<file path="src/ubg_pkg.sv">
// constants for the serial baud generator and pin routing block
package ubg_pkg;
    // register addresses on the cpu data space
    localparam logic [15:0] BAUD_CTL_ADDR   = 16'hFF73;
    localparam logic [15:0] PIN_ROUTE_ADDR  = 16'hFF75;
    // reset values
    localparam logic [7:0]  BAUD_CTL_RESET  = 8'h00;
    localparam logic [7:0]  PIN_ROUTE_RESET = 8'h00;
    // baud control fields: prescale code in the high nibble, k in the low one
    localparam int          PRESC_LSB       = 4;
    localparam int          RATIO_LSB       = 0;
    localparam int          FIELD_W         = 4;
    // pin route fields
    localparam int          RX_ALT_BIT      = 4;
    localparam int          TX_ALT_BIT      = 5;
    localparam logic [7:0]  PIN_ROUTE_MASK  = 8'h30;
    // prescale codes and exponents
    localparam logic [3:0]  PRESC_CODE_MAX  = 4'hB;
    localparam logic [3:0]  PRESC_CODE_MIN  = 4'h5;
    localparam logic [3:0]  PRESC_CODE_HI   = 4'hE;
    localparam logic [3:0]  PRESC_OFFSET    = 4'h4;
    localparam logic [3:0]  EXP_MAX         = 4'hB;
    // the 5-bit counter divides by k plus this base
    localparam logic [4:0]  RATIO_BASE      = 5'h10;
    // widths
    localparam int          PRESC_W         = 11;
    localparam int          CNT_W           = 5;
endpackage : ubg_pkg

</file>
<file path="src/ubg_gen_if.sv">
// control and result signals between the register block and the divider
`timescale 1ns/10ps
interface ubg_gen_if;
    logic       use_ext;    // source ticks come from the external pin
    logic       ext_tick;   // one rising edge seen on the external pin
    logic [3:0] shift;      // log2 of prescaler period in system clocks
    logic [3:0] ratio_k;    // k, divide ratio minus sixteen
    logic       restart;    // clear counter and bit clock phase
    logic       half_tick;  // counter wrapped: half a bit period
    logic       bit_clk;    // bit clock after the divide-by-two stage

    modport ctl (output use_ext, ext_tick, shift, ratio_k, restart,
                 input half_tick, bit_clk);
    modport gen (input use_ext, ext_tick, shift, ratio_k, restart,
                 output half_tick, bit_clk);
endinterface : ubg_gen_if

</file>
<file path="src/ubg_divider.sv">
// prescaler, 5-bit ratio counter and divide-by-two bit clock stage
`timescale 1ns/10ps
module ubg_divider (
    // clock and reset
    input  wire logic sys_clk,
    input  wire logic sys_rst,
    // link to the register block
    ubg_gen_if.gen    gen
);
    // all divider state
    typedef struct packed {
        logic [ubg_pkg::PRESC_W-1:0] presc; // system clock prescaler
        logic [ubg_pkg::CNT_W-1:0]   cnt;   // ratio counter
        logic                        tog;   // bit clock phase
        logic                        half;  // registered wrap pulse
    } ubg_div_st_t;

    ubg_div_st_t st_q;  // registered state
    ubg_div_st_t st_d;  // next state

    logic [ubg_pkg::PRESC_W-1:0] presc_mask; // prescaler period minus one
    logic                        src_tick;   // counter source clock edge
    logic [ubg_pkg::CNT_W-1:0]   wrap_at;    // last count, k plus fifteen

    // next state: prescale, count k plus 16 source ticks, toggle
    always_comb
    begin
        presc_mask = ubg_pkg::PRESC_W'((12'h001 << gen.shift) - 12'h001);
        wrap_at    = ubg_pkg::CNT_W'(ubg_pkg::RATIO_BASE + {1'b0, gen.ratio_k} - 5'h01);
        // internal source is the prescaler, external source skips it
        src_tick   = gen.use_ext ? gen.ext_tick : (st_q.presc == presc_mask);
        st_d       = st_q;
        st_d.half  = 1'b0;
        if (gen.restart)
        begin
            // a falling rx line or a confirmed start realigns the phase
            st_d.presc = '0;
            st_d.cnt   = '0;
            st_d.tog   = 1'b0;
        end
        else
        begin
            // prescaler free runs, wrapping at its mask
            st_d.presc = (st_q.presc == presc_mask) ? '0 : st_q.presc + 1'b1;
            if (src_tick)
            begin
                if (st_q.cnt == wrap_at)
                begin
                    // reload and emit one tick; toggle halves the rate
                    st_d.cnt  = '0;
                    st_d.half = 1'b1;
                    st_d.tog  = ~st_q.tog;
                end
                else
                begin
                    st_d.cnt = st_q.cnt + 1'b1;
                end
            end
        end
    end

    // register the state
    always_ff @(posedge sys_clk or posedge sys_rst)
    begin
        if (sys_rst)
            st_q <= '0;
        else
            st_q <= st_d;
    end

    assign gen.half_tick = st_q.half;
    assign gen.bit_clk   = st_q.tog;
endmodule : ubg_divider

</file>
<file path="src/ubg_top.sv">
// baud rate generator with serial pin routing, top level
`timescale 1ns/10ps
module ubg_top (
    // clock and reset
    input  wire logic       sys_clk,
    input  wire logic       sys_rst,
    // cpu register port
    input  wire logic [15:0] reg_addr,
    input  wire logic        reg_byte_wr,
    input  wire logic [7:0]  reg_wdata,
    input  wire logic        reg_bit_wr,
    input  wire logic [2:0]  reg_bit_idx,
    input  wire logic        reg_bit_val,
    input  wire logic        reg_rd,
    output logic [7:0]       reg_rdata,
    // mode inputs from neighbouring registers
    input  wire logic        oscillator_halving_select,
    input  wire logic        clk_src_internal,
    // receiver handshake and transmit data
    input  wire logic        rx_hunt,
    input  wire logic        rx_start_confirm,
    input  wire logic        tx_data,
    // pins
    input  wire logic        ext_baud_clock_pin,
    input  wire logic        rx_pri_pin,
    input  wire logic        rx_alt_pin,
    output logic             tx_pri_out,
    output logic             tx_pri_oe,
    output logic             tx_alt_out,
    output logic             tx_alt_oe,
    // generator results
    output logic             rx_line,
    output logic             sample_tick,
    output logic             bit_clk
);
    // all register-block state
    typedef struct packed {
        logic [7:0] baud_ctl;   // baud_divider_control
        logic [7:0] route;      // serial_pin_route
        logic [7:0] rdata;      // read data
        logic       ext_s1;     // external clock synchroniser stage one
        logic       ext_s2;     // stage two
        logic       ext_prev;   // for edge detection
        logic       pri_s1;     // primary rx synchroniser
        logic       pri_s2;     // primary rx, safe to read
        logic       alt_s1;     // alternate rx synchroniser
        logic       alt_s2;     // alternate rx, safe to read
        logic       rx_prev;    // previous selected rx level
        // both tx levels are registered so the pins never glitch
        logic       tx_pri;     // primary tx pin level
        logic       tx_alt;     // alternate tx pin level
    } ubg_top_st_t;

    // one struct holds all state: one comb fill, one flop stage
    ubg_top_st_t st_q;  // registered state
    ubg_top_st_t st_d;  // next state
    ubg_gen_if   gen_if ();
    logic        rx_sel; // selected, synchronised rx level

    // prescale code to exponent n; prohibited codes fall back to n of 11
    // the halving input is applied later, as one shift less
    function automatic logic [3:0] presc_exp(input logic [3:0] code);
        logic [3:0] e;
        e = ubg_pkg::EXP_MAX;
        if (code >= ubg_pkg::PRESC_CODE_MIN && code <= ubg_pkg::PRESC_CODE_HI)
            e = code - ubg_pkg::PRESC_OFFSET;
        return e;
    endfunction : presc_exp

    // address match shared by the byte and bit write decodes
    function automatic logic reg_hit(input logic        strobe,
                                     input logic [15:0] addr,
                                     input logic [15:0] reg_at);
        // a strobe only counts when the full address matches
        return strobe && (addr == reg_at);
    endfunction : reg_hit

    // next state: registers, synchronisers, pin routing, reads
    always_comb
    begin
        // every field holds unless a branch below moves it
        st_d = st_q;
        // pins cross into the clock domain through two flops
        st_d.ext_s1   = ext_baud_clock_pin;
        st_d.ext_s2   = st_q.ext_s1;
        // the previous synced level feeds the rising edge detector
        st_d.ext_prev = st_q.ext_s2;
        // both rx pins are synchronised all the time, so a route change
        // switches between two clean levels and never a metastable one
        st_d.pri_s1   = rx_pri_pin;
        st_d.pri_s2   = st_q.pri_s1;
        st_d.alt_s1   = rx_alt_pin;
        st_d.alt_s2   = st_q.alt_s1;
        // the selected level one cycle back, for falling edge detection
        st_d.rx_prev  = rx_sel;
        // byte writes reach both registers
        if (reg_hit(reg_byte_wr, reg_addr, ubg_pkg::BAUD_CTL_ADDR))
        begin
            // the whole byte lands at once; a write during a frame upsets
            // the running rate, and nothing here guards against that
            st_d.baud_ctl = reg_wdata;
        end
        if (reg_hit(reg_byte_wr, reg_addr, ubg_pkg::PIN_ROUTE_ADDR))
        begin
            // only the two route bits are kept; the rest read back zero
            st_d.route = reg_wdata & ubg_pkg::PIN_ROUTE_MASK;
        end
        // bit writes only reach the pin route; baud control ignores them
        if (reg_hit(reg_bit_wr, reg_addr, ubg_pkg::PIN_ROUTE_ADDR))
        begin
            // set or clear one bit, then drop it again if it is unused
            st_d.route[reg_bit_idx] = reg_bit_val;
            st_d.route = st_d.route & ubg_pkg::PIN_ROUTE_MASK;
        end
        // unselected tx pin idles at mark level, undriven
        if (st_q.route[ubg_pkg::TX_ALT_BIT])
        begin
            // alternate pin carries the data, primary parks at mark
            st_d.tx_pri = 1'b1;
            st_d.tx_alt = tx_data;
        end
        else
        begin
            // primary pin carries the data, alternate parks at mark
            st_d.tx_pri = tx_data;
            st_d.tx_alt = 1'b1;
        end
        // read data, unmapped addresses return zero
        if (reg_rd)
        begin
            unique case (reg_addr)
                // baud control reads back exactly as written
                ubg_pkg::BAUD_CTL_ADDR:  st_d.rdata = st_q.baud_ctl;
                // pin route reads back with its unused bits at zero
                ubg_pkg::PIN_ROUTE_ADDR: st_d.rdata = st_q.route;
                // any other address answers zero rather than holding
                default:                 st_d.rdata = 8'h00;
            endcase
        end
        // without a read strobe the last read data stands
    end

    // rx input mux on the synchronised levels
    // the mux sits after the flops so the route bit needs no sync
    assign rx_sel = st_q.route[ubg_pkg::RX_ALT_BIT] ? st_q.alt_s2 : st_q.pri_s2;

    // register the state; both registers clear on reset
    always_ff @(posedge sys_clk or posedge sys_rst)
    begin
        if (sys_rst)
        begin
            // sync stages and tx levels start at the idle mark level, so
            // no false edge or start bit follows the release of reset
            st_q          <= '0;
            st_q.baud_ctl <= ubg_pkg::BAUD_CTL_RESET;
            st_q.route    <= ubg_pkg::PIN_ROUTE_RESET;
            st_q.ext_s1   <= 1'b1;
            st_q.ext_s2   <= 1'b1;
            st_q.ext_prev <= 1'b1;
            st_q.pri_s1   <= 1'b1;
            st_q.pri_s2   <= 1'b1;
            st_q.alt_s1   <= 1'b1;
            st_q.alt_s2   <= 1'b1;
            st_q.rx_prev  <= 1'b1;
            st_q.tx_pri   <= 1'b1;
            st_q.tx_alt   <= 1'b1;
        end
        else
        begin
            st_q <= st_d;
        end
    end

    // divider controls; halved clock halves the prescaler period
    // the clock source bit lives in the mode register outside this block
    assign gen_if.use_ext  = ~clk_src_internal;
    // one-cycle pulse on each rising edge of the synced pin clock
    assign gen_if.ext_tick = st_q.ext_s2 & ~st_q.ext_prev;
    // shift is n, minus one when the clock is halved
    // prohibited codes already fell back to eleven in the decode
    assign gen_if.shift    = presc_exp(st_q.baud_ctl[ubg_pkg::PRESC_LSB +: ubg_pkg::FIELD_W])
                             - {3'h0, oscillator_halving_select};
    // code 1111 is undefined; it behaves as k of 15
    assign gen_if.ratio_k  = st_q.baud_ctl[ubg_pkg::RATIO_LSB +: ubg_pkg::FIELD_W];
    // hunting receiver restarts on a falling line, then on confirmation
    // a route switch while hunting can look like a falling line
    assign gen_if.restart  = (rx_hunt & st_q.rx_prev & ~rx_sel) | rx_start_confirm;

    // prescaler, ratio counter and bit clock stage
    ubg_divider u_div (
        .sys_clk (sys_clk),
        .sys_rst (sys_rst),
        .gen     (gen_if.gen)
    );

    // outputs
    // enables follow the route bit at once, levels one cycle later
    assign reg_rdata   = st_q.rdata;
    assign tx_pri_out  = st_q.tx_pri;
    assign tx_pri_oe   = ~st_q.route[ubg_pkg::TX_ALT_BIT];
    assign tx_alt_out  = st_q.tx_alt;
    assign tx_alt_oe   = st_q.route[ubg_pkg::TX_ALT_BIT];
    assign rx_line     = rx_sel;
    assign sample_tick = gen_if.half_tick;
    assign bit_clk     = gen_if.bit_clk;
endmodule : ubg_top

</file>
<file path="config.mk">
export PLATFORM = sky130hd
export DESIGN_NAME = ubg_top
export DESIGN_NICKNAME = d
export VERILOG_FILES = /design/src/ubg_pkg.sv /design/src/ubg_gen_if.sv /design/src/ubg_divider.sv /design/src/ubg_top.sv
export SDC_FILE = /design/constraint.sdc
export NUM_CORES = 1
export LEC_CHECK = 0
export ABC_CLOCK_PERIOD_IN_PS = 5800
export BUFFER_PORTS_ARGS = -buffer_cell sky130_fd_sc_hd__buf_2
export CELL_PAD_IN_SITES_DETAIL_PLACEMENT = 0
export CELL_PAD_IN_SITES_GLOBAL_PLACEMENT = 1
export CORE_ASPECT_RATIO = 2
export CORE_UTILIZATION = 44
export DETAILED_ROUTE_END_ITERATION = 6
export HOLD_SLACK_MARGIN = 0.08
export PLACE_DENSITY_LB_ADDON = 0.1
export SLEW_MARGIN = 5
export SYNTH_ARGS = -nofsm -noshare
export SYNTH_HDL_FRONTEND = slang
export SYNTH_SLANG_ARGS = --single-unit
export TNS_END_PERCENT = 10
</file>
<file path="constraint.sdc">
create_clock -name sys_clk -period 5.8 [get_ports sys_clk]
set_input_delay 0.87 -clock sys_clk [delete_from_list [all_inputs] [get_ports sys_clk]]
set_output_delay 0.87 -clock sys_clk [all_outputs]
set_load 0.01 [all_outputs]
</file>
Word-level counts from Yosys, hierarchy flattened
Index checks and enable logic that the tools add are counted.
{"block": "word_totals", "regBits": 52, "latch_bits": 0, "ram_bits": 0, "mem_bits_ro": 0, "out_inout_bits": 15, "elab_cells": 65, "mem_count": 0}
{"block": "op_classes", "add_sub_neg": 7, "n_mul": 0, "div": 0, "order_cmp": 4, "eq_ne": 4, "shifts": 1, "muxes": 16, "n_bitwise": 8, "n_reduce_logical": 8}
{"cell": "16-bit == test (second input constant)", "n": 2}
{"cell": "17-bit two-way mux", "n": 1}
{"cell": "8-bit two-way mux", "n": 2}
{"cell": "8-bit one-hot mux with 2 select lines", "n": 1}
{"cell": "11-bit by 1-bit adder with 11-bit output (second input constant)", "n": 1}
{"cell": "11-bit == test", "n": 1}
{"cell": "11-bit two-way mux", "n": 1}
{"cell": "1-bit by 4-bit << shifter with 11-bit output (first input constant)", "n": 1}
{"cell": "11-bit by 1-bit subtractor with 11-bit output (second input constant)", "n": 1}
{"cell": "8-bit bitwise mux", "n": 1}
{"cell": "7-bit two-way mux", "n": 1}
{"cell": "5-bit by 1-bit adder with 5-bit output (second input constant)", "n": 1}
{"cell": "5-bit by 4-bit adder with 5-bit output (first input constant)", "n": 1}
{"cell": "5-bit == test", "n": 1}
{"cell": "1-bit logical AND", "n": 5}
{"cell": "5-bit two-way mux", "n": 1}
{"cell": "5-bit by 1-bit subtractor with 5-bit output (second input constant)", "n": 1}
{"cell": "4-bit by 3-bit >= comparator with 1-bit output (second input constant)", "n": 1}
{"cell": "4-bit less-or-equal comparator (second input constant)", "n": 1}
{"cell": "3-bit by 4-bit less-than comparator with 1-bit output (second input constant)", "n": 1}
{"cell": "1-bit two-way mux", "n": 4}
{"cell": "2-bit two-way mux", "n": 2}
{"cell": "4-bit two-way mux", "n": 1}
{"cell": "1-bit inverter", "n": 4}
{"cell": "8 further kinds", "n": 11}

Depth between registers and ports, before layout
Gate-level depths: netlist of the first run.
{"block": "depth", "ltp_word": 10, "depth_mapped": 22, "mapped_depth_nobuf": 19}

Cells and area by module
From an unflattened synthesis of the first run, not the netlist that was laid out.
{"block": "unflattened", "cells_unflattened": 297, "hier_area_um2": 3093.0}
{"module": "ubg_top", "instances": 1, "cells_per_inst": 125, "area_per_inst_um2": 1602.8, "seq_area_each_um2": 863.3}
{"module": "ubg_divider", "instances": 1, "cells_per_inst": 172, "area_per_inst_um2": 1490.2, "seq_area_each_um2": 450.4}

Worst setup path before layout of the first run
Ideal clock, no wire load.
{"block": "synth_path", "path_type": "register -> register", "start": "reg st_q[33] (netlist name)", "end": "reg u_div.st_q[2] (netlist name)", "setup_time_ps": 79, "arrival_time_ps": 4286, "path_slack_ps": 1434, "stages_incl_launch_ff": 23, "path_buffers": 3, "cell_sequence": "dfrtp_1 -> buf_6 -> inv_1 -> ha_1 -> a21oi_1 -> nor2_1 -> ha_1 -> nand2b_1 -> or3_1 -> a21oi_1 -> nand3_1 -> ha_1 -> buf_6 -> xor2_1 -> and2_1 -> mux2i_1 -> mux2_2 -> nor4_1 -> o2111ai_1 -> nor4b_2 -> or2_1 -> buf_6 -> mux2i_1"}
{"block": "synth_via", "elab_chain_len": 9, "word_cells_on_any_way": 11}
{"item": "start, declared", "line_no": "ubg_top.sv:55", "rtl": "ubg_top_st_t st_q;"}
{"item": "start signal, assigned", "line_no": "ubg_top.sv:170", "rtl": "st_q <= st_d;"}
{"item": "4-bit by 3-bit >= comparator with 1-bit output / 4-bit less-or-equal comparator (equally long branches)", "line_no": "ubg_top.sv:65", "rtl": "if (code >= ubg_pkg::PRESC_CODE_MIN && code <= ubg_pkg::PRESC_CODE_HI)"}
{"item": "1-bit logical AND", "line_no": "ubg_top.sv:65"}
{"item": "4-bit two-way mux (*)", "line_no": "ubg_top.sv:65"}
{"item": "4-bit by 1-bit subtractor with 4-bit output (*)", "line_no": "ubg_top.sv:182", "rtl": "- {3'h0, oscillator_halving_select};"}
{"item": "1-bit by 4-bit << shifter with 11-bit output (*)", "line_no": "ubg_divider.sv:28", "rtl": "presc_mask = ubg_pkg::PRESC_W'((12'h001 << gen.shift) - 12'h001);"}
{"item": "11-bit by 1-bit subtractor with 11-bit output (*)", "line_no": "ubg_divider.sv:28"}
{"item": "11-bit == test (*)", "line_no": "ubg_divider.sv:31", "rtl": "src_tick = gen.use_ext ? gen.ext_tick : (st_q.presc == presc_mask);"}
{"item": "1-bit two-way mux (*)", "line_no": "ubg_divider.sv:31"}
{"item": "2-bit nonzero test (no source line) (*)"}
{"item": "end signal, assigned", "line_no": "ubg_divider.sv:68", "rtl": "st_q <= st_d;"}
{"item": "end, declared", "line_no": "ubg_divider.sv:18", "rtl": "ubg_div_st_t st_q;"}
Mark *: on every way between the ends. The rest lies on a longest branch, timed or not.
A chain may end at the register's enable or synchronous reset.

Worst setup path after layout of the first run
Same ends and word-level chain as after synthesis.

==> run_results.csv, run 1 <==
group,metric,value,unit
logic_synthesis,synthArstFlopShare,1.00,
critical_path,start_kind,"flip-flop",
placement,dp.cells,481,
logic_synthesis,synth.avg_cell_area,9.54,µm²
sta,fmax,199,MHz
die,die-area,8090,µm²
global_route,grt_max_degree,53,
logic_synthesis,synth.largest_area_cell,"dfrtp_1",
critical_path,crit_start,"st_q[33]",
global_route,antenna_found_initial,0,
critical_path,crit_path_end,"u_div.st_q[2]",
critical_path,slowest_delay,0.51,ns
power,power.leakage,0.00167,µW
power,vdd_drop_max,133,µV
die,std_cell_rows,45,
clock_tree,clkTransAtPathRegs,0.07,ns
placement,dp_hpwl,6.24,mm
clock_tree,clock_path_buffers,2,
critical_path,r2r_cells,19,
critical_path,end_kind,"flip-flop",
die,die_y,126,µm
logic_synthesis,netlist_area,3400,µm²
sta,skew,0.00460,ns
global_route,grt_usage,0.212,
clock_tree,htree_num_levels,2,
sta,tightest_slew,0.784,ns
logic_synthesis,ys_seq_area_frac,0.387,
cells_and_area,num_antenna_cells,0,
die,initial_core_util,0.450,
global_route,overflow,0,
detailed_routing,wl_met3,290,µm
logic_synthesis,synth_nets,405,
clock_tree,clockRootBuffer,"clkbuf_16",
clock_tree,cts_hold_buffers,0,
die,ios,56,
critical_path,rr_endpoint,"u_div.st_q[2]",
status,status,"finished, final reports clean",
clock_tree,clk_latency,0.30,ns
critical_path,path_class,"flip-flop to flip-flop",
global_route,grt_pass1_vias,2716,
detailed_routing,via_per_inst,5.81,
critical_path,required,6.02,ns
sta,period_share,0.865,
logic_synthesis,synth_seq_cells,52,
clock_tree,numCtsBuffers,5,
die,core,7540,µm²
sta,slew_headroom,0.475,
logic_synthesis,synth_edf_count,0,
global_route,grt_pass1_wl,13.1,mm
min_path,hp-class,"flip-flop to flip-flop",
run,drv_cap,0,
critical_path,crit_fanout,11,
critical_path,rrSetupSlack,0.78,ns
clock_tree,cts_resized,0,
detailed_routing,vias,2841,
placement,io_buffers,55,
cells_and_area,layout.cells.non_filler,489,
sta,slew_viol_final,0,
detailed_routing,first_iter_violations,97,
clock_tree,cts.sinks,52,
clock_tree,cts_setup_buffers,0,
critical_path,path_common_cell,"ha_1",
critical_path,arrival,5.24,ns
cells_and_area,drive_gt1_frac,0.276,
placement,place_congestion,0.898,
logic_synthesis,postSynth.topFlopCell,"dfrtp_1",
detailed_routing,routed.top_layer,"met4",
logic_synthesis,synth_cell_type_count,74,
logic_synthesis,syn_inst,356,
detailed_routing,wirelength,8.09,mm
detailed_routing,wl_per_cell,16.6,µm
critical_path,reg2reg_from,"st_q[33]",
cells_and_area,final_cell_mix,"buf_2, dfrtp_1, nor2_1, a21oi_1, nand3_1",
detailed_routing,met2_length,4.49,mm
critical_path,cp_cell_sequence,"inv_1 > ha_1 > a21oi_1 > nor2_1 > ha_1 > nand2b_1 > or3_1 > a21oi_1 > nand3_1 > ha_1 > xor2_1 > and2_1 > mux2i_1 > mux2_2 > nor4_1 > o2111ai_1 > nor4b_2 > or2_1 > mux2i_1",
power,powerDensity,197,nW/µm²
sta,hold_viol_final,0,
detailed_routing,wl_met1,3.00,mm
cells_and_area,layout_commonest_cell,"buf_2",
sta,setup_viol,0,
cells_and_area,fin_nets,443,
sta,min_period,5.02,ns
sta,fin_setup_tns,0,ns
die,die_w,64.1,µm
cells_and_area,area_growth,11.1,%
detailed_routing,drcViolationCount,0,
detailed_routing,first_pass_iters,4,
critical_path,crit_slowest_cell,"dfrtp_1",
logic_synthesis,yosysTopAreaCellShare,0.310,
clock_tree,cts_tree,"done",
detailed_routing,ant_nets,0,
sta,rsz0062_at_grt,"no",
logic_synthesis,ys_top_cells_by_area,"dfrtp_1, dfstp_2, nor2_1, mux2_2, a21oi_1",
logic_synthesis,yosys_warnings,0,
## layout make-up
cell class | instances | area [µm²]
flip-flops and latches | 52 | 1310
multi-input cells | 265 | 1840
repair buffers | 58 | 298
inverters | 12 | 45.0
clock inverters | 3 | 27.5
well taps | 94 | 118
fillers | 754 | 3770
clock buffers | 5 | 125
## metal layers
layer / vias up / track usage
met5: - / 0
met4: 0 / 0.110
met3: 16 / 0.0317
li1: 1370 / -
met1: 1378 / 0.215
met2: 77 / 0.402
## kinds of logic after synthesis
kind of cell,count (synthesis),share of synthesized area
DFF,52,0.387
AOI/OAI and AO/OA,84,0.179
buffers and inverters,39,0.0700
xor gates and xnor gates,17,0.0438
adders and majority gates,8,0.0295
and+or+nand+nor,137,0.228
muxes,19,0.0630
## sequential cells by signal, summed over array words and instances (netlist names)
register / cells
u_div.gen.half_tick: 1
u_div.st_q: 16
tx_alt_oe: 1
tx_alt_out: 1
st_d: 4
st_q: 15
tx_pri_out: 1
u_div.gen.bit_clk: 1
gen_if.ratio_k: 4
reg_rdata: 8
## report_power, final
part / switching (µW) / internal, µW / total [µW]
combinational: 31.4 / 23.3 / 54.7
clock: 143 / 164 / 307
sequential: 6.89 / 374 / 381
total: 181 / 561 / 742
## synth_stat cells, types with 3 or more instances
library cell / number
nand2b_1: 8
a22oi_1: 9
nand3_1: 18
nor3_1: 9
and3_1: 7
nor2_1: 28
dfstp_2: 10
or3_1: 5
nor3b_1: 3
nand2_1: 17
a32o_1: 3
and2_1: 8
inv_1: 12
and3b_1: 4
o21ai_0: 14
a31o_2: 3
xor2_1: 9
ha_1: 8
nor4_1: 5
buf_4: 10
nand4_1: 4
dfrtp_1: 42
buf_6: 6
xnor2_1: 8
a211oi_1: 3
mux2i_1: 9
a21oi_1: 20
clkbuf_1: 6
a21o_1: 4
mux2_2: 9
## worst min-delay path by stage
stage                        from  endpoint  slack (ns)  depth (start not counted)
after floorplan           st_d[8]   st_d[7]        0.35                          0
after CTS                 st_d[3]   st_q[3]        0.36                          0
after global placement    st_d[5]   st_q[5]        0.35                          0
after detailed placement  st_d[3]   st_q[3]        0.35                          0
final                     st_d[3]   st_q[3]        0.36                          0
after global routing      st_d[5]   st_q[5]        0.36                          0
## metrics by stage
step | area [µm²] | utilization | worst slack (ns) | total power [µW] | hold slack [ns]
floorplan | 3400 | - | 1.43 | 421 | 0.345
global placement | 3620 | 0.480 | 1.00 | 443 | 0.346
detailed placement | 3620 | 0.480 | 0.772 | 444 | 0.347
CTS | 3770 | 0.500 | 0.762 | 757 | 0.358
global route | 3770 | 0.500 | 0.243 | 775 | 0.359
finish | 3770 | 0.500 | 0.784 | 742 | 0.356
## worst max-delay path, delay by kind of cell (launching register included)
family	cells	cell delay, ns
compound gates	3	0.67
xor+xnor	1	0.28
fa+ha+maj	3	0.85
buf+inv	1	0.10
flops	1	0.51
mux	3	0.53
simple gates	8	1.99
(Power assumes the default switching activity.)
==> run 2, diff against run 1 <==
--- a/config.mk
+++ b/config.mk
@@ -10,12 +10,13 @@
 export CELL_PAD_IN_SITES_DETAIL_PLACEMENT = 0
 export CELL_PAD_IN_SITES_GLOBAL_PLACEMENT = 1
 export CORE_ASPECT_RATIO = 2
-export CORE_UTILIZATION = 44
+export CORE_UTILIZATION = 38
 export DETAILED_ROUTE_END_ITERATION = 6
 export HOLD_SLACK_MARGIN = 0.08
 export PLACE_DENSITY_LB_ADDON = 0.1
 export SLEW_MARGIN = 5
 export SYNTH_ARGS = -nofsm -noshare
 export SYNTH_HDL_FRONTEND = slang
+export SYNTH_HIERARCHICAL = 1
 export SYNTH_SLANG_ARGS = --single-unit
 export TNS_END_PERCENT = 10
==> run 2 against run 1 <==
Net effect:
- combinational power decreased by 11%
- die area is 5.3% higher
- largest cell class unchanged
- non-clock buffer count stayed put
- design area shrank 6.4%
- synthesized area is 8.9% lower
- routed wire length fell by 13%
- highest routed layer unchanged
- sequential share of layout area grew 2.4 points
- count of clock-buffer cells in the layout up 1
- global-route usage decreased by 2.8 points
==> run_results.csv, run 2 <==
group,metric,value,unit
clock_tree,clk_latency,0.30,ns
clock_tree,numCtsBuffers,5,
critical_path,end_kind,"flip-flop",
sta,fmax,235,MHz
die,ios,56,
detailed_routing,vias,2360,
clock_tree,cts_hold_buffers,0,
critical_path,reg2reg_from,"st_q[33]",
min_path,hp-class,"flip-flop to flip-flop",
logic_synthesis,ys_top_cells_by_area,"dfrtp_1, dfstp_2, xnor2_1, mux2_2, nor2b_1",
logic_synthesis,ys_seq_area_frac,0.425,
cells_and_area,area_growth,14.2,%
cells_and_area,num_antenna_cells,0,
logic_synthesis,synth_nets,346,
global_route,grt_max_degree,35,
clock_tree,cts.sinks,52,
sta,period_share,0.733,
clock_tree,clkTransAtPathRegs,0.07,ns
detailed_routing,wirelength,7.06,mm
cells_and_area,layout_commonest_cell,"buf_2",
clock_tree,clock_path_buffers,2,
detailed_routing,wl_met1,2.65,mm
cells_and_area,final_cell_mix,"buf_2, dfrtp_1, nor2b_1",
placement,dpl_worst_slack,1.42,ns
min_path,whs_path_depth,0,
clock_tree,clockRootBuffer,"clkbuf_16",
global_route,grt_pass1_wl,11.7,mm
critical_path,r2r_cells,16,
logic_synthesis,synthArstFlopShare,1.00,
logic_synthesis,synth_seq_cells,52,
logic_synthesis,postSynth.topFlopCell,"dfrtp_1",
status,status,"finished, final reports clean",
detailed_routing,routed.top_layer,"met4",
critical_path,slowest_delay,0.68,ns
min_path,hold_start,"st_d[8]",
logic_synthesis,synth_edf_count,0,
detailed_routing,via_per_inst,5.38,
clock_tree,htree_num_levels,2,
critical_path,crit_slowest_cell,"nor2_1",
run,drv_cap,0,
power,powerDensity,207,nW/µm²
detailed_routing,ant_nets,0,
logic_synthesis,yosys_warnings,6,
sta,rsz0062_at_grt,"no",
clock_tree,cts_setup_buffers,0,
placement,io_buffers,55,
cells_and_area,drive_gt1_frac,0.312,
clock_tree,cts_resized,0,
detailed_routing,first_iter_violations,61,
die,die_y,130,µm
cells_and_area,largest_reg_flops,16,
critical_path,start_kind,"flip-flop",
detailed_routing,first_pass_iters,4,
logic_synthesis,yosysTopAreaCellShare,0.340,
logic_synthesis,netlist_area,3090,µm²
critical_path,arrival,4.40,ns
logic_synthesis,synth.largest_area_cell,"dfrtp_1",
cells_and_area,fill_cells,769,
die,die_w,65.8,µm
clock_tree,cts_tree,"done",
die,initial_core_util,0.392,
critical_path,path_class,"flip-flop to flip-flop",
detailed_routing,wl_per_cell,16.1,µm
logic_synthesis,synth.avg_cell_area,10.4,µm²
critical_path,cp_cell_sequence,"inv_1 > ha_1 > a21oi_1 > nor2_1 > ha_1 > nand2_1 > o21ai_0 > or3b_2 > or4_4 > ha_1 > xnor2_1 > xnor2_1 > nor2_1 > nand3_1 > nor2_1 > nor3_1",
logic_synthesis,synth_cell_type_count,67,
sta,min_period,4.25,ns
power,power.leakage,0.00161,µW
critical_path,crit_start,"st_q[33]",
sta,worst_slack,1.55,ns
die,std_cell_rows,46,
logic_synthesis,yosysMostFrequentCell,"dfrtp_1",
detailed_routing,drcViolationCount,0,
cells_and_area,fin_nets,391,
sta,fin_setup_tns,0,ns
detailed_routing,met2_length,4.00,mm
detailed_routing,wl_met3,192,µm
global_route,antenna_found_initial,0,
power,vdd_drop_max,167,µV
die,core,7890,µm²
cells_and_area,regMostFlops,"u_div/st_q",
global_route,grt_pass1_vias,2371,
global_route,grt_usage,0.183,
sta,hold_viol_final,0,
critical_path,path_delay_family,"simple AND/OR/NAND/NOR gates",
placement,place_congestion,0.763,
global_route,overflow,0,
placement,dp_hpwl,5.50,mm
logic_synthesis,syn_inst,297,
logic_synthesis,ys_top_cells_by_count,"dfrtp_1, nor2b_1, inv_1, nor2_1, nor3_1",
sta,slew_viol_final,0,
sta,slew_headroom,0.465,
die,die-area,8530,µm²
sta,skew,0.00344,ns
sta,tightest_slew,0.799,ns
critical_path,crit_fanout,18,
critical_path,cp.buffers_inverters,1,
critical_path,cp_num_cells,16,
sta,setup_viol,0,
critical_path,required,5.95,ns
[run 2: changes by cell type after synthesis, sizes merged, moves of 6 or more]
cell,previous run,this run
nor2b,2,18
nor2,30,15
a21oi,21,9
o21ai,18,6
a22oi,9,0
mux2i,10,1
a221o,1,8
nand3,18,12
nor3,9,15
[run 2: through the flow]
stage                     area (µm²)  hold WS (ns)  power (µW)  utilization  std cells
after floorplan                 3090         0.345         406            -        297
after global placement          3380         0.346         430        0.428        431
after detailed placement        3380         0.347         431        0.428        431
after CTS                       3530         0.357         740        0.448        439
after global routing            3530         0.363         760        0.448        439
final                           3530         0.353         732        0.448        439
[run 2: area by class of cell]
class,count,area [µm²],share of cell area
multi-input combinational,210,1590,0.450
sequential,52,1310,0.372
timing repair buffer,58,298,0.0843
clock buffer,6,139,0.0393
tap,96,120,0.0340
inverter,15,56.3,0.0159
clock inverter,2,13.8,0.00390
[run 2: worst paths after layout]
| path | end | slack [ns] |
|---|---|---|
| max reg2reg | u_div/st_q[14] | 1.55 |
| min in group asynchronous | st_q[22] | 0.66 |
| min | st_d[7] | 0.35 |
| min reg2reg | st_d[7] | 0.35 |
| max | u_div/st_q[14] | 1.55 |
| max in group asynchronous | u_div/st_q[6] | 4.64 |
[run 2: worst register-to-register path, stage by stage, from the launching register on]
cell,delay [ns]
dfrtp_1,0.43
inv_1,0.10
ha_1,0.15
a21oi_1,0.07
nor2_1,0.11
ha_1,0.17
nand2_1,0.07
o21ai_0,0.13
or3b_2,0.63
or4_4,0.60
ha_1,0.26
xnor2_1,0.15
xnor2_1,0.13
nor2_1,0.15
nand3_1,0.17
nor2_1,0.68
nor3_1,0.11
[run 2: logic make-up after synthesis]
kind of cell | Yosys count | share of synthesized area
XOR/XNOR | 17 | 0.0481
adder cells (fa/ha/maj) | 8 | 0.0324
flip-flops | 52 | 0.425
AND/OR/NAND/NOR | 118 | 0.242
multiplexers | 12 | 0.0445
buffers and inverters | 35 | 0.0611
AO/OA/AOI/OAI | 55 | 0.147
[run 2: routing by layer]
metal	vias to the layer above	global-route usage
met5	-	0
met4	0	0.0908
met3	10	0.0220
met2	54	0.346
met1	1125	0.191
li1	1171	-
[run 2: report_power, final]
| part | switching, µW | internal [µW] | leakage, µW |
|---|---|---|---|
| Combinational | 27.0 | 21.4 | 0.000849 |
| Sequential | 4.17 | 370 | 0.000684 |
| Clock | 137 | 173 | 0.0000772 |
